===== config.mk =====
export PLATFORM = sky130hd
export DESIGN_NAME = status_summary_reg
export DESIGN_NICKNAME = d
export VERILOG_FILES = /design/src/status_summary_pkg.sv /design/src/status_summary_reg.sv
export SDC_FILE = /design/constraint.sdc
export NUM_CORES = 1
export LEC_CHECK = 0
export BUFFER_PORTS_ARGS = -buffer_cell sky130_fd_sc_hd__buf_2
export CORE_MARGIN = 4
export CORE_UTILIZATION = 45
export CTS_CLUSTER_DIAMETER = 120
export CTS_CLUSTER_SIZE = 28
export DETAILED_ROUTE_END_ITERATION = 10
export GPL_TIMING_DRIVEN = 0
export PLACE_DENSITY = 0.82
export SLEW_MARGIN = 5
export SYNTH_ARGS = -nofsm -noshare
export SYNTH_HDL_FRONTEND = slang
export SYNTH_SLANG_ARGS = --single-unit

===== constraint.sdc =====
create_clock -name ref_clk_in -period 2.1 [get_ports ref_clk_in]
set_clock_uncertainty 0.1 [all_clocks]
set_input_delay 0.315 -clock ref_clk_in [delete_from_list [all_inputs] [get_ports ref_clk_in]]
set_output_delay 0.315 -clock ref_clk_in [all_outputs]
set_load 0.02 [all_outputs]

===== src/status_summary_pkg.sv =====
// Package for the transceiver status summary register block.
// Assumes a management frame engine outside that turns serial
// accesses into one-cycle register read and write strobes.
package status_summary_pkg;

	// Management register address width and data width
	localparam int unsigned ADDR_W = 5;
	localparam int unsigned DATA_W = 16;

	// Register offsets seen on the management port
	localparam logic [4:0] BASIC_STATUS_ADDR    = 5'h01;
	localparam logic [4:0] NEG_EXPANSION_ADDR   = 5'h06;
	localparam logic [4:0] STATUS_SUMMARY_ADDR  = 5'h10;
	localparam logic [4:0] INTERRUPT_STATUS_ADDR = 5'h12;
	localparam logic [4:0] FALSE_CARRIER_ADDR   = 5'h14;
	localparam logic [4:0] RX_ERROR_COUNT_ADDR  = 5'h15;
	localparam logic [4:0] TEN_BASE_STATUS_ADDR = 5'h1a;

	// Field positions inside the status summary word
	localparam int unsigned RESERVED_BIT      = 15;
	localparam int unsigned CROSSOVER_BIT     = 14;
	localparam int unsigned RX_ERROR_BIT      = 13;
	localparam int unsigned POLARITY_BIT      = 12;
	localparam int unsigned FALSE_CARRIER_BIT = 11;
	localparam int unsigned SIGNAL_DETECT_BIT = 10;
	localparam int unsigned DESCR_LOCK_BIT    = 9;
	localparam int unsigned PAGE_RX_BIT       = 8;
	localparam int unsigned IRQ_PENDING_BIT   = 7;
	localparam int unsigned REMOTE_FAULT_BIT  = 6;
	localparam int unsigned JABBER_BIT        = 5;
	localparam int unsigned AN_COMPLETE_BIT   = 4;
	localparam int unsigned LOOPBACK_BIT      = 3;
	localparam int unsigned DUPLEX_BIT        = 2;
	localparam int unsigned SPEED10_BIT       = 1;
	localparam int unsigned LINK_BIT          = 0;

	// Reset value of the whole summary word
	localparam logic [15:0] STATUS_SUMMARY_RESET = 16'h0000;

	// Number of interrupt event sources feeding the pending flag
	localparam int unsigned IRQ_EVENTS = 8;

endpackage


===== src/status_summary_reg.sv =====
// Status summary register of a 10/100 Ethernet transceiver.
// Assumes synchronous status inputs and one-cycle management strobes
// from a frame engine that multiplexes read data of all registers.
// Writes are never stored; every bit but 15 comes from status flops.
// How it works
// - Bit 15 reads zero, writes dropped
// - Bit 14 shows pair swap state
// - Swap bit follows force, enable, live algorithm
// - Bit 13 latches rx error, counter read clears
// - Bit 12 polarity, cleared by 10M status read
// - Bit 11 latches false carrier, 14h read clears
// - Bit 10 qualified signal detect, latches low
// - Bit 9 descrambler lock, latches low
// - Bit 8 page received, cleared by 06h read
// - Bit 7 interrupt pending, cleared by 12h read
// - Bit 6 remote fault, cleared by 01h read
// - Bit 5 copies jabber, summary read keeps it
// - Bit 4 shows negotiation complete
// - Bit 3 shows loopback enabled
// - Bit 2 duplex, valid with link conditions
// - Bit 0 copies link, summary read keeps it
// - Pending needs event enable and global enable, or the test input
`timescale 1ns/1ps

module status_summary_reg
	import status_summary_pkg::*;
#(
	parameter int unsigned N_EVENTS = status_summary_pkg::IRQ_EVENTS
) (
	// Clock and reset
	input  wire logic                                 ref_clk_in,
	input  wire logic                                 rst_b_in,
	// Management register access
	input  wire logic [status_summary_pkg::ADDR_W-1:0] mgmt_addr_in,
	input  wire logic                                 mgmt_rd_in,
	input  wire logic                                 mgmt_wr_in,
	input  wire logic [status_summary_pkg::DATA_W-1:0] mgmt_wdata_in,
	output logic      [status_summary_pkg::DATA_W-1:0] mgmt_rdata_out,
	output logic                                      mgmt_rvalid_out,
	// Crossover control and algorithm state
	input  wire logic                                 auto_crossover_enable_in,
	input  wire logic                                 crossover_force_in,
	input  wire logic                                 crossover_algo_swap_in,
	// Error and carrier events, one-cycle pulses
	input  wire logic                                 rx_error_event_in,
	input  wire logic                                 false_carrier_event_in,
	input  wire logic                                 polarity_inverted_in,
	input  wire logic                                 page_received_in,
	input  wire logic                                 remote_fault_in,
	// Receive path levels
	input  wire logic                                 signal_detect_raw_in,
	input  wire logic                                 descrambler_lock_in,
	input  wire logic                                 sd_lock_qualify_in,
	// Interrupt sources and enables
	input  wire logic [N_EVENTS-1:0]                  irq_event_in,
	input  wire logic [N_EVENTS-1:0]                  irq_event_enable_in,
	input  wire logic                                 irq_global_enable_in,
	input  wire logic                                 irq_test_in,
	// Link state levels
	input  wire logic                                 jabber_in,
	input  wire logic                                 an_enable_in,
	input  wire logic                                 an_complete_in,
	input  wire logic                                 loopback_in,
	input  wire logic                                 full_duplex_in,
	input  wire logic                                 speed10_in,
	input  wire logic                                 link_valid_in,
	// Qualified signal detect towards the link monitor
	output logic                                      sd_qualified_out
);
	import status_summary_pkg::*;

	typedef struct packed {
		logic        crossover;
		logic        rx_error;
		logic        polarity;
		logic        false_carrier;
		logic        sd_low_seen;
		logic        lock_low_seen;
		logic        page_rx;
		logic        irq_pending;
		logic        remote_fault;
		logic        jabber;
		logic        an_complete;
		logic        loopback;
		logic        duplex;
		logic        speed10;
		logic        link;
		logic        sd_qual;
		logic        lock;
		logic [15:0] rdata;
		logic        rvalid;
	} state_t;

	// Fields mapped to the word start from the package reset word, so reads give zero
	localparam state_t STATE_RESET = '{
		crossover:     STATUS_SUMMARY_RESET[CROSSOVER_BIT],
		rx_error:      STATUS_SUMMARY_RESET[RX_ERROR_BIT],
		polarity:      STATUS_SUMMARY_RESET[POLARITY_BIT],
		false_carrier: STATUS_SUMMARY_RESET[FALSE_CARRIER_BIT],
		sd_low_seen:   1'b0,
		lock_low_seen: 1'b0,
		page_rx:       STATUS_SUMMARY_RESET[PAGE_RX_BIT],
		irq_pending:   STATUS_SUMMARY_RESET[IRQ_PENDING_BIT],
		remote_fault:  STATUS_SUMMARY_RESET[REMOTE_FAULT_BIT],
		jabber:        STATUS_SUMMARY_RESET[JABBER_BIT],
		an_complete:   STATUS_SUMMARY_RESET[AN_COMPLETE_BIT],
		loopback:      STATUS_SUMMARY_RESET[LOOPBACK_BIT],
		duplex:        STATUS_SUMMARY_RESET[DUPLEX_BIT],
		speed10:       STATUS_SUMMARY_RESET[SPEED10_BIT],
		link:          STATUS_SUMMARY_RESET[LINK_BIT],
		sd_qual:       STATUS_SUMMARY_RESET[SIGNAL_DETECT_BIT],
		lock:          STATUS_SUMMARY_RESET[DESCR_LOCK_BIT],
		rdata:         STATUS_SUMMARY_RESET,
		rvalid:        1'b0
	};

	state_t state_ff;
	state_t nxt_state;

	// Sticky flag: a set in the clearing cycle wins so no event is lost
	function automatic logic sticky(
		input logic q,
		input logic set,
		input logic clr
	);
		sticky = set | (q & ~clr);
	endfunction

	// Latch-low memory: remembers a low level until this word is read,
	// then restarts from the present level
	function automatic logic low_mem(
		input logic q,
		input logic level,
		input logic rd
	);
		low_mem = rd ? ~level : (q | ~level);
	endfunction

	// Read strobe decoded for one management address
	function automatic logic rd_hit(
		input logic [4:0] addr,
		input logic       rd,
		input logic [4:0] target
	);
		rd_hit = rd & (addr == target);
	endfunction

	// Word presented on a read, built only from state flops
	function automatic logic [15:0] pack_summary(
		input state_t s
	);
		logic [15:0] w;
		w                    = STATUS_SUMMARY_RESET;
		w[RESERVED_BIT]      = 1'b0;
		w[CROSSOVER_BIT]     = s.crossover;
		w[RX_ERROR_BIT]      = s.rx_error;
		w[POLARITY_BIT]      = s.polarity;
		w[FALSE_CARRIER_BIT] = s.false_carrier;
		// A low seen since the last summary read keeps these at zero
		w[SIGNAL_DETECT_BIT] = s.sd_qual & ~s.sd_low_seen;
		w[DESCR_LOCK_BIT]    = s.lock & ~s.lock_low_seen;
		w[PAGE_RX_BIT]       = s.page_rx;
		w[IRQ_PENDING_BIT]   = s.irq_pending;
		w[REMOTE_FAULT_BIT]  = s.remote_fault;
		w[JABBER_BIT]        = s.jabber;
		w[AN_COMPLETE_BIT]   = s.an_complete;
		w[LOOPBACK_BIT]      = s.loopback;
		w[DUPLEX_BIT]        = s.duplex;
		w[SPEED10_BIT]       = s.speed10;
		w[LINK_BIT]          = s.link;
		pack_summary = w;
	endfunction

	// Read strobes, one per register whose read clears a flag
	logic        rd_summary;
	logic        rd_basic;
	logic        rd_expansion;
	logic        rd_irq_status;
	logic        rd_false_carrier;
	logic        rd_rx_error;
	logic        rd_ten_base;
	logic        sd_now;
	logic        link_ok;
	logic        irq_masked;
	logic        irq_fire;
	logic        duplex_now;
	logic        speed10_now;
	logic [15:0] summary_word;

	// Reads of other registers double as clear events for mirrored flags
	always_comb begin
		rd_summary = rd_hit(
			mgmt_addr_in,
			mgmt_rd_in,
			STATUS_SUMMARY_ADDR
		);
		rd_basic = rd_hit(
			mgmt_addr_in,
			mgmt_rd_in,
			BASIC_STATUS_ADDR
		);
		rd_expansion = rd_hit(
			mgmt_addr_in,
			mgmt_rd_in,
			NEG_EXPANSION_ADDR
		);
		rd_irq_status = rd_hit(
			mgmt_addr_in,
			mgmt_rd_in,
			INTERRUPT_STATUS_ADDR
		);
		rd_false_carrier = rd_hit(
			mgmt_addr_in,
			mgmt_rd_in,
			FALSE_CARRIER_ADDR
		);
		rd_rx_error = rd_hit(
			mgmt_addr_in,
			mgmt_rd_in,
			RX_ERROR_COUNT_ADDR
		);
		rd_ten_base = rd_hit(
			mgmt_addr_in,
			mgmt_rd_in,
			TEN_BASE_STATUS_ADDR
		);
	end

	always_comb begin
		// Lock only qualifies detect when the pcs option asks for it
		if (sd_lock_qualify_in) begin
			sd_now = signal_detect_raw_in &
				descrambler_lock_in;
		end else begin
			sd_now = signal_detect_raw_in;
		end

		// Duplex and speed only mean something on a settled link
		link_ok     = link_valid_in & (~an_enable_in | an_complete_in);
		duplex_now  = link_ok & full_duplex_in;
		speed10_now = link_ok & speed10_in;

		// Pending needs both the source enable and the global enable, or the test input
		irq_masked = |(irq_event_in & irq_event_enable_in);
		irq_fire   = (irq_masked & irq_global_enable_in) |
			irq_test_in;
	end

	always_comb begin
		summary_word = pack_summary(state_ff);
	end

	// Next value of every flop, in the bit order of the word
	always_comb begin
		nxt_state = state_ff;

		// Forcing beats the algorithm; disabled and unforced is normal
		if (crossover_force_in) begin
			nxt_state.crossover = 1'b1;
		end else if (auto_crossover_enable_in) begin
			nxt_state.crossover = crossover_algo_swap_in;
		end else begin
			nxt_state.crossover = 1'b0;
		end

		nxt_state.rx_error = sticky(
			state_ff.rx_error,
			rx_error_event_in,
			rd_rx_error
		);
		nxt_state.polarity = sticky(
			state_ff.polarity,
			polarity_inverted_in,
			rd_ten_base
		);
		nxt_state.false_carrier = sticky(
			state_ff.false_carrier,
			false_carrier_event_in,
			rd_false_carrier
		);

		nxt_state.sd_qual = sd_now;
		nxt_state.sd_low_seen = low_mem(
			state_ff.sd_low_seen,
			sd_now,
			rd_summary
		);
		nxt_state.lock = descrambler_lock_in;
		nxt_state.lock_low_seen = low_mem(
			state_ff.lock_low_seen,
			descrambler_lock_in,
			rd_summary
		);

		nxt_state.page_rx = sticky(
			state_ff.page_rx,
			page_received_in,
			rd_expansion
		);
		nxt_state.irq_pending = sticky(
			state_ff.irq_pending,
			irq_fire,
			rd_irq_status
		);
		nxt_state.remote_fault = sticky(
			state_ff.remote_fault,
			remote_fault_in,
			rd_basic
		);

		// Plain mirrors; a summary read never touches them
		nxt_state.jabber      = jabber_in;
		nxt_state.an_complete = an_complete_in;
		nxt_state.loopback    = loopback_in;
		nxt_state.duplex      = duplex_now;
		nxt_state.speed10     = speed10_now;
		nxt_state.link        = link_valid_in;

		// Writes are accepted by the frame engine and dropped here
		// Answer stands one cycle, then the bus returns to zero
		nxt_state.rvalid = rd_summary;
		if (rd_summary) begin
			nxt_state.rdata = summary_word;
		end else begin
			nxt_state.rdata = STATUS_SUMMARY_RESET;
		end
	end

	// One register stage; every output is a field of it
	always_ff @(posedge ref_clk_in or negedge rst_b_in) begin
		if (!rst_b_in) begin
			state_ff <= STATE_RESET;
		end else begin
			state_ff <= nxt_state;
		end
	end

	assign mgmt_rdata_out   = state_ff.rdata;
	assign mgmt_rvalid_out  = state_ff.rvalid;
	assign sd_qualified_out = state_ff.sd_qual;

endmodule


==> impl_metrics.py, run 1 <==
metrics = {
    "pwr": {
        "switching_power_mw": 0.242,
        "pwr-share-seq_pct": 53.0,
        "powerDensity_nw_per_um2": 690,
        "power.internal_mw": 0.986,
        "max-vdd-ir-drop_mv": 0.604,
        "clockPowerShare_pct": 38.6,
        "p_leak_nw": 1.02,
        "swShare_pct": 19.7,
        "comb_power_share_pct": 8.4,
    },
    "global_route": {
        "grt_pass1_wl_um": 3880,
        "grt_start_max_net_pins": 34,
        "antenna_found_initial": 0,
        "track_usage_pct": 14.6,
        "gr-total-overflow": 0,
        "grt_pass1_vias": 959,
    },
    "worst_setup_path": {
        "crit_path_max_incr_delay_ns": 0.38,
        "crit_fanout": 1,
        "cpMaxStageDelayCell": "dfrtp_1",
        "crit_path_cell_trace": "buf_4 > buf_2",
        "arrival_ns": 0.97,
        "worstPathRequired_ns": 1.68,
        "crit_type": "flop to output port",
        "endpoint_kind": "output port",
        "crit_path_start_kind": "flop",
        "worst-r2r-setup-slack_ns": 1.19,
    },
    "synth": {
        "synth.most_common_cell": "dfrtp_1",
        "synthTopCellsByCount": "33 x dfrtp_1, 16 x buf_4, 12 x and3_1, 6 x a21o_1, 6 x inv_1",
        "netlist_top_cells_area": "dfrtp_1 63%, buf_4 9.2%, and3_1 5.7%",
        "ys.flop_type": "dfrtp_1",
        "syn_area_um2": 1310,
        "yosysTopAreaCell": "dfrtp_1",
        "synth.distinct_cells": 22,
        "synth_fp_nets": 165,
        "synthCells": 104,
        "yosys_register_bits": 33,
        "syn_area_per_cell_um2": 12.6,
        "ys_seq_area_share_pct": 63.2,
        "yosys_warnings": 0,
        "synth_top_area_share_pct": 63.2,
        "async_flop_share_pct": 100,
        "synth_edf_count": 0,
    },
    "timing": {
        "relSlewSlack_pct": 55.4,
        "max_freq_mhz": 723,
        "setup_viol": 0,
        "worst_slew_pin_slew_ns": 0.669,
        "setup_ws_ns": 0.717,
        "hold_viol_final": 0,
        "worst_hold_slack_ns": 0.0333,
        "min_period_ns": 1.38,
        "rsz0062_at_grt": "no",
        "setup-tns-final_ns": 0,
        "slew_viol_final": 0,
        "period_share_pct": 65.9,
    },
    "finish": {
        "diodes": 0,
        "final_util_pct": 64.6,
        "final_layout_size_suffix_gt1_share_pct": 51.4,
        "fillCellCount": 206,
        "nets": 237,
        "areaGrowthSynthToFinish_pct": 36.3,
    },
    "clock_tree": {
        "cts.sinks": 33,
        "root_buffer": "clkbuf_4",
        "cts_inserted_buffers": 5,
        "cts_max_level": 2,
        "clkLatencyLatePin_ns": 0.32,
        "cts_max_path_buffers": 2,
        "cts_tree": "yes",
        "clkTransAtPathRegs_ns": 0.09,
        "cts_setup_buffers": 0,
    },
    "placed_design": {
        "gp_congestion": 0.702,
        "dp_worst_setup_slack_ns": 0.721,
        "io_buffers": 60,
        "hpwlAfterDp_um": 1960,
    },
    "run": {
        "max_cap_viol_count": 0,
    },
    "drt": {
        "drt_first_pass_iters": 4,
        "ant_nets": 0,
        "routedWlPerCell_um": 11.6,
        "drt_iter0_drc": 23,
        "viasPerCell": 4.66,
        "routed_wl_um": 2420,
        "vias": 970,
        "drc": 0,
    },
    "die": {
        "initial_core_util_pct": 47.4,
        "fp-row-count": 19,
        "dieArea_um2": 3830,
        "core_area_um2": 2760,
        "die_x_um": 61.9,
        "boundaryPins": 79,
        "die_y_um": 61.9,
    },
    "outcome": {
        "outcome": "finished, final reports clean",
    },
    "min_path": {
        "hp-class": "input pin to flop",
    },
}
[registers in the layout (all words and copies together), names as in the netlist]
signal / count
mgmt_rvalid_out: 1
mgmt_rdata_out: 15
sd_qualified_out: 1
state_ff: 16
[worst paths after layout]
check	cells after the start	from	endpoint
max in group asynchronous	2	rst_b_in	state_ff[19]
min	1	descrambler_lock_in	state_ff[17]
min in group asynchronous	2	rst_b_in	state_ff[33]
max reg2reg	1	state_ff[26]	state_ff[26]
min reg2reg	1	state_ff[27]	state_ff[27]
max	2	mgmt_rdata_out[6]	mgmt_rdata_out[6]
[layer usage]
layer  routed length [µm]  part of all wire (%)  global-route usage, %
met5                    0                     0                      0
met4                   63                   2.6                   8.18
met3                  276                    11                   5.17
met2                 1170                    48                   24.4
met1                  916                    38                   16.2
[through the flow]
step	power, mW	area [µm²]	cells
5_1_grt	1.29	1780	208
2_1_floorplan	0.697	1310	104
3_3_place_gp	0.757	1650	195
3_5_place_dp	0.762	1650	195
4_1_cts	1.25	1780	208
6_report	1.23	1780	208
[critical path: cells and delay by family, from the launching register on]
family,cells,cell delay (ns)
flip-flops,1,0.38
buffers and inverters,2,0.27
[cells by family (layout without fill, tap and decap cells)]
family,Yosys count,after routing,synth area share [%]
AOI/OAI and AO/OA,15,15,8.24
other,1,1,0.287
buffers and inverters,25,98,13.0
DFF,33,33,63.2
and+or+nand+nor,30,30,15.2
[layout make-up]
class,count,area [µm²],share of cell area [%]
buffer,19,148,8.29
clock buffer,7,55.1,3.09
clock inverter,1,30.0,1.69
inverter,6,22.5,1.26
multi-input combinational,46,310,17.4
sequential,33,826,46.4
tap,31,38.8,2.18
timing repair buffer,65,350,19.7
[cells in the final DEF, fill, tap and decap left out, types with 3 or more instances in the layout]
cell / Yosys / final
a21o_1: 6 / 6
a22oi_1: 4 / 4
and3_1: 12 / 12
and3_2: 3 / 3
buf_2: 0 / 60
buf_4: 16 / 16
clkbuf_4: 0 / 5
dfrtp_1: 33 / 33
dlygate4sd3_1: 0 / 5
inv_1: 6 / 6
nand4_1: 3 / 3
nor3b_1: 3 / 3
[power groups by stage]
| stage | registers (mW) | clock network [mW] | logic (mW) |
|---|---|---|---|
| detailed placement | 0.664 | 0 | 0.0982 |
| floorplan | 0.665 | 0 | 0.0322 |
| global placement | 0.663 | 0 | 0.0938 |
| CTS | 0.651 | 0.494 | 0.106 |
| global route | 0.653 | 0.523 | 0.117 |
| finish | 0.651 | 0.474 | 0.104 |
[timing repair]
item / 4_1_cts / 5_1_grt
endpoints found under the hold margin: 37 / 0
hold buffers: 5 / 0
endpoints found under the setup margin: 0 / 0
resized for setup: 0 / 0
Note: power is estimated with default switching activity, not from simulation.
==> run 2, diff against run 1 <==
--- a/config.mk
+++ b/config.mk
@@ -7,12 +7,12 @@
 export LEC_CHECK = 0
 export BUFFER_PORTS_ARGS = -buffer_cell sky130_fd_sc_hd__buf_2
 export CORE_MARGIN = 4
-export CORE_UTILIZATION = 45
+export CORE_UTILIZATION = 42
 export CTS_CLUSTER_DIAMETER = 120
 export CTS_CLUSTER_SIZE = 28
 export DETAILED_ROUTE_END_ITERATION = 10
 export GPL_TIMING_DRIVEN = 0
-export PLACE_DENSITY = 0.82
+export PLACE_DENSITY = 0.77
 export SLEW_MARGIN = 5
 export SYNTH_ARGS = -nofsm -noshare
 export SYNTH_HDL_FRONTEND = slang
==> constraint.sdc (replaced) <==
create_clock -name ref_clk_in -period 1.3 [get_ports ref_clk_in]
set_clock_uncertainty 0.1 [all_clocks]
set_input_delay 0.195 -clock ref_clk_in [delete_from_list [all_inputs] [get_ports ref_clk_in]]
set_output_delay 0.195 -clock ref_clk_in [all_outputs]
set_load 0.02 [all_outputs]
==> run 2 against run 1 <==
Against the previous run:
- die area is 6.2% higher
- first-iteration DRC count rose by 4.3%
- setup slack worse by 0.67 ns
- sequential cell count did not move
- non-clock buffer count grew 14
- combinational power is 97% higher
- critical path depth did not move
- global-route usage rose by 0.17 points
==> impl_metrics.py, run 2 (synthesized netlist as in run 1, its figures left out) <==
metrics = {
    "placed_design": {
        "hpwlAfterDp_um": 2070,
        "dp_worst_setup_slack_ns": 0.0140,
        "place_area_um2": 1650,
        "gp_congestion": 0.737,
        "io_buffers": 60,
        "placed_cells": 195,
    },
    "drt": {
        "ant_nets": 0,
        "routedWlPerCell_um": 12.6,
        "drc": 0,
        "routed_wl_um": 2790,
        "viasPerCell": 4.76,
        "vias": 1051,
        "drt_first_pass_iters": 4,
        "drt_iter0_drc": 24,
    },
    "pwr": {
        "max-vdd-ir-drop_mv": 0.614,
        "pwr-share-seq_pct": 58.2,
        "powerDensity_nw_per_um2": 932,
        "power.total_mw": 1.81,
        "swShare_pct": 21.5,
        "switching_power_mw": 0.388,
        "p_leak_nw": 1.07,
        "power.internal_mw": 1.42,
        "clockPowerShare_pct": 30.4,
        "comb_power_share_pct": 11.4,
    },
    "timing": {
        "relSlewSlack_pct": 54.6,
        "period_share_pct": 96.8,
        "setup-tns-final_ns": 0,
        "min_period_ns": 1.26,
        "setup_ws_ns": 0.0422,
        "hold_viol_final": 0,
        "slew_viol_final": 0,
        "worst_hold_slack_ns": 0.0448,
        "max_freq_mhz": 795,
        "worst_slew_pin_slew_ns": 0.681,
        "setup_viol": 0,
    },
    "finish": {
        "layout_commonest_cell": "buf_2",
        "nets": 251,
        "diodes": 0,
        "fin_area_um2": 1940,
        "largest_register_ffs": 16,
        "fin_cells": 221,
        "top_register": "state_ff",
        "final_util_pct": 67.9,
        "layout_common_cells": "52 x buf_2, 33 x dfrtp_1, 19 x dlygate4sd3_1",
        "final_layout_size_suffix_gt1_share_pct": 47.4,
        "areaGrowthSynthToFinish_pct": 48.3,
    },
    "die": {
        "die_y_um": 63.8,
        "fp-row-count": 19,
        "boundaryPins": 79,
        "die_x_um": 63.8,
        "dieArea_um2": 4070,
        "core_area_um2": 2850,
        "initial_core_util_pct": 45.8,
    },
    "clock_tree": {
        "cts_max_path_buffers": 2,
        "clkLatencyLatePin_ns": 0.32,
        "cts.sinks": 33,
        "root_buffer": "clkbuf_4",
        "cts_max_level": 2,
        "cts_tree": "yes",
        "cts_inserted_buffers": 5,
        "clkTransAtPathRegs_ns": 0.09,
        "cts_setup_buffers": 0,
    },
    "worst_setup_path": {
        "r2r_start": "state_ff[26]",
        "crit_type": "flop to output port",
        "crit_fanout": 1,
        "arrival_ns": 0.96,
        "worstPathRequired_ns": 1.00,
        "crit_path_start_kind": "flop",
        "worst-r2r-setup-slack_ns": 0.38,
        "endpoint_kind": "output port",
        "rr_endpoint": "state_ff[26]",
        "r2r_cells": 1,
    },
    "global_route": {
        "grt_pass1_vias": 1085,
        "track_usage_pct": 14.8,
        "gr-total-overflow": 0,
        "grt_pass1_wl_um": 4540,
        "antenna_found_initial": 0,
        "grt_start_max_net_pins": 34,
    },
    "min_path": {
        "holdPathEnd": "sd_qualified_out",
        "hp-class": "input pin to flop",
        "hp-start": "signal_detect_raw_in",
        "whs_path_depth": 2,
    },
    "run": {
        "max_cap_viol_count": 0,
    },
    "outcome": {
        "outcome": "finished, final reports clean",
    },
}
run 2: how the worst max path moves through the flow:
stage | slack [ns] | endpoint | depth (start not counted) | from
6_report | 0.04 | mgmt_rdata_out[12] | 2 | mgmt_rdata_out[12]
5_1_grt | -0.002 | mgmt_rdata_out[10] | 2 | mgmt_rdata_out[10]
4_1_cts | 0.02 | mgmt_rdata_out[6] | 2 | mgmt_rdata_out[6]
3_5_place_dp | 0.01 | mgmt_rdata_out[13] | 4 | mgmt_addr_in[1]
3_3_place_gp | 0.07 | mgmt_rdata_out[7] | 4 | mgmt_addr_in[1]
2_1_floorplan | 0.25 | state_ff[26] | 4 | mgmt_addr_in[2]
run 2: critical path: stages, from the launching register on:
cell and delay (ns):
dfrtp_1 0.37, buf_4 0.12, buf_2 0.15
run 2: layout make-up:
class / count / area [µm²]
multi-input cells: 46 / 310
repair buffers: 79 / 537
well taps: 31 / 38.8
fillers: 224 / 916
inverters: 6 / 22.5
clock buffers: 7 / 55.1
flip-flops and latches: 33 / 826
plain buffers: 19 / 148
run 2: timing repair:
item,CTS,global route
hold buffers,18,1
hold endpoints to repair,49,1
endpoints found under the setup margin,0,8
resized for setup,0,15
run 2: per-layer routing:
layer	GRT usage, %	wire length (µm)	vias to the layer above
li1	-	-	512
met1	15.6	1040	483
met2	26.3	1440	51
met3	5.43	262	5
met4	6.47	56	0
met5	0	0	-
run 2: power by group through the flow:
| stage | combinational, mW | sequential (mW) | clock, mW |
|---|---|---|---|
| 2_1_floorplan | 0.0521 | 1.07 | 0 |
| 3_3_place_gp | 0.154 | 1.07 | 0 |
| 3_5_place_dp | 0.160 | 1.07 | 0 |
| 4_1_cts | 0.202 | 1.05 | 0.573 |
| 5_1_grt | 0.227 | 1.05 | 0.612 |
| 6_report | 0.205 | 1.05 | 0.549 |
==> run 3, diff against run 2 <==
--- a/config.mk
+++ b/config.mk
@@ -5,14 +5,16 @@
 export SDC_FILE = /design/constraint.sdc
 export NUM_CORES = 1
 export LEC_CHECK = 0
+export ABC_AREA = 1
 export BUFFER_PORTS_ARGS = -buffer_cell sky130_fd_sc_hd__buf_2
+export CAP_MARGIN = 20
 export CORE_MARGIN = 4
-export CORE_UTILIZATION = 42
+export CORE_UTILIZATION = 43
 export CTS_CLUSTER_DIAMETER = 120
 export CTS_CLUSTER_SIZE = 28
 export DETAILED_ROUTE_END_ITERATION = 10
 export GPL_TIMING_DRIVEN = 0
-export PLACE_DENSITY = 0.77
+export PLACE_DENSITY = 0.78
 export SLEW_MARGIN = 5
 export SYNTH_ARGS = -nofsm -noshare
 export SYNTH_HDL_FRONTEND = slang
==> constraint.sdc (replaced) <==
create_clock -name ref_clk_in -period 1.35 [get_ports ref_clk_in]
set_clock_uncertainty 0.1 [all_clocks]
set_input_delay 0.2025 -clock ref_clk_in [delete_from_list [all_inputs] [get_ports ref_clk_in]]
set_output_delay 0.2025 -clock ref_clk_in [all_outputs]
set_load 0.02 [all_outputs]
==> run 3 against run 2 <==
Against the previous run:
- clock power shrank 5.6%
- via count increased by 6.9%
- hold slack worse by 0.0076 ns
- synthesized area increased by 3.4%
- synthesized cell count grew 38%
- clock-buffer cell count fell by 2
- first-iteration DRC count shrank 75%
- core utilization decreased by 3.4 points
- global-route usage shrank 0.27 points
- design area grew 0.77%
- sequential cell count unchanged
- critical endpoint is now mgmt_rdata_out[9]
- largest cell class unchanged
- largest power group unchanged
==> impl_metrics.py, run 3 <==
metrics = {
    "outcome": {
        "outcome": "finished, final reports clean",
    },
    "timing": {
        "slew_viol_final": 0,
        "period_share_pct": 94.9,
        "min_period_ns": 1.28,
        "relSlewSlack_pct": 54.5,
        "worst_slew_pin_slew_ns": 0.683,
        "max_freq_mhz": 780,
        "hold_viol_final": 0,
        "setup_viol": 0,
        "setup-tns-final_ns": 0,
        "setup_ws_ns": 0.0683,
        "rsz0062_at_grt": "no",
    },
    "finish": {
        "top_register": "state_ff",
        "final_util_pct": 64.5,
        "largest_register_ffs": 16,
        "areaGrowthSynthToFinish_pct": 44.4,
        "ff_latch_area_um2": 826,
        "fillCellCount": 271,
        "final_layout_size_suffix_gt1_share_pct": 39.1,
        "layout_common_cells": "60 x buf_2, 33 x dfrtp_1, 25 x nor2_1",
        "multi_input_area_um2": 297,
        "diodes": 0,
        "nets": 290,
        "layout_commonest_cell": "buf_2",
    },
    "drt": {
        "vias": 1124,
        "drc": 0,
        "ant_nets": 0,
        "viasPerCell": 4.10,
        "drt_first_pass_iters": 4,
        "drt_iter0_drc": 6,
        "routedWlPerCell_um": 9.72,
        "routed_wl_um": 2660,
    },
    "die": {
        "fp-row-count": 20,
        "boundaryPins": 79,
        "die_x_um": 64.1,
        "die_y_um": 64.1,
        "initial_core_util_pct": 44.6,
        "dieArea_um2": 4100,
        "core_area_um2": 3030,
    },
    "pwr": {
        "power.total_mw": 1.73,
        "power.internal_mw": 1.31,
        "pwr-share-seq_pct": 58.6,
        "swShare_pct": 24.1,
        "p_leak_nw": 1.18,
        "clockPowerShare_pct": 29.9,
        "max-vdd-ir-drop_mv": 0.572,
        "switching_power_mw": 0.418,
        "comb_power_share_pct": 11.5,
        "powerDensity_nw_per_um2": 886,
    },
    "worst_setup_path": {
        "endpoint_kind": "output port",
        "arrival_ns": 0.98,
        "worstPathRequired_ns": 1.05,
        "r2r_cells": 2,
        "critPathLaunch": "mgmt_rdata_out[9]",
        "crit_fanout": 1,
        "crit_path_start_kind": "flop",
        "crit_type": "flop to output port",
        "r2r_start": "state_ff[26]",
    },
    "placed_design": {
        "dp_worst_setup_slack_ns": 0.147,
        "io_buffers": 60,
        "hpwlAfterDp_um": 1870,
        "gp_congestion": 0.723,
    },
    "global_route": {
        "grt_pass1_vias": 1152,
        "antenna_found_initial": 0,
        "track_usage_pct": 14.5,
        "grt_pass1_wl_um": 4460,
        "grt_start_max_net_pins": 34,
        "gr-total-overflow": 0,
    },
    "clock_tree": {
        "cts_max_level": 2,
        "postCtsHoldBufs": 19,
        "ctsResizeCount": 0,
        "cts.sinks": 33,
        "cts_setup_buffers": 0,
        "cts_inserted_buffers": 5,
        "clkTransAtPathRegs_ns": 0.11,
        "cts_max_path_buffers": 2,
        "root_buffer": "clkbuf_4",
        "clkLatencyLatePin_ns": 0.32,
        "cts_tree": "yes",
    },
    "synth": {
        "synthTopCellsByCount": "33 x dfrtp_1, 25 x nor2_1, 24 x inv_1, 24 x nand2_1, 16 x buf_4",
        "synth.distinct_cells": 17,
        "yosys_warnings": 0,
        "netlist_top_cells_area": "dfrtp_1 61%, buf_4 8.9%, nor2_1 6.9%",
        "synth_fp_nets": 204,
        "ys_seq_area_share_pct": 61.1,
        "synth.most_common_cell": "dfrtp_1",
        "synth_edf_count": 0,
        "yosysTopAreaCell": "dfrtp_1",
        "syn_area_per_cell_um2": 9.45,
        "synthCells": 143,
        "synth_top_area_share_pct": 61.1,
        "yosys_register_bits": 33,
        "async_flop_share_pct": 100,
        "ys.flop_type": "dfrtp_1",
        "syn_area_um2": 1350,
    },
    "run": {
        "max_cap_viol_count": 0,
    },
    "min_path": {
        "hp-start": "signal_detect_raw_in",
        "whs_path_depth": 2,
        "hp-class": "input pin to flop",
    },
}
[run 3: power by group through the flow]
stage | sequential [mW] | combinational (mW) | clock, mW
final | 1.01 | 0.199 | 0.518
after global routing | 1.02 | 0.228 | 0.591
after CTS | 1.01 | 0.200 | 0.549
after detailed placement | 1.03 | 0.158 | 0
after global placement | 1.03 | 0.156 | 0
after floorplan | 1.03 | 0.0599 | 0
[run 3: worst max-delay path, cell delays in order (launching register included)]
cell and delay [ns]:
dfrtp_1 0.38, buf_4 0.12, buf_2 0.15
[run 3: layer usage]
| layer | up-vias | share of wire [%] | global-route usage (%) | routed length [µm] |
|---|---|---|---|---|
| li1 | 573 | - | - | - |
| met1 | 503 | 37 | 14.2 | 980 |
| met2 | 43 | 54 | 25.9 | 1440 |
| met3 | 5 | 6.8 | 3.87 | 180 |
| met4 | 0 | 2.3 | 10.5 | 61 |
| met5 | - | 0 | 0 | 0 |
[run 3: stage by stage]
| step | instance area, µm² | hold WS (ns) | cells |
|---|---|---|---|
| after floorplan | 1350 | -0.193 | 143 |
| after global placement | 1710 | 0.186 | 247 |
| after detailed placement | 1710 | 0.191 | 247 |
| after CTS | 1950 | 0.00948 | 274 |
| after global routing | 1950 | 0.0133 | 274 |
| final | 1950 | 0.0372 | 274 |
[run 3: path summary, 6_finish.rpt]
kind	end	slack, ns
worst min-delay path	sd_qualified_out	0.04
worst max register to register	state_ff[26]	0.55
worst max-delay path	mgmt_rdata_out[9]	0.07
min in group asynchronous	mgmt_rdata_out[9]	0.37
worst min register to register	mgmt_rdata_out[3]	0.37
max in group asynchronous	state_ff[22]	0.34
[run 3: final cells by class]
class                           count  share of cell area, %
Sequential cell                    33                   42.3
Clock inverter                      3                  0.897
Tap cell                           44                   2.82
Clock buffer                        5                   1.92
Timing Repair Buffer               79                   25.1
Buffer                             17                   6.73
Multi-Input combinational cell     67                   15.2
Inverter                           26                   5.00
[run 3: kinds of logic (layout without fill, tap and decap cells)]
| kind of cell | Yosys count | count (layout) | synth area share, % |
|---|---|---|---|
| simple gates | 55 | 55 | 16.5 |
| flops | 33 | 33 | 61.1 |
| other cells | 1 | 1 | 0.278 |
| compound gates | 11 | 11 | 5.18 |
| buf+inv | 43 | 130 | 16.9 |
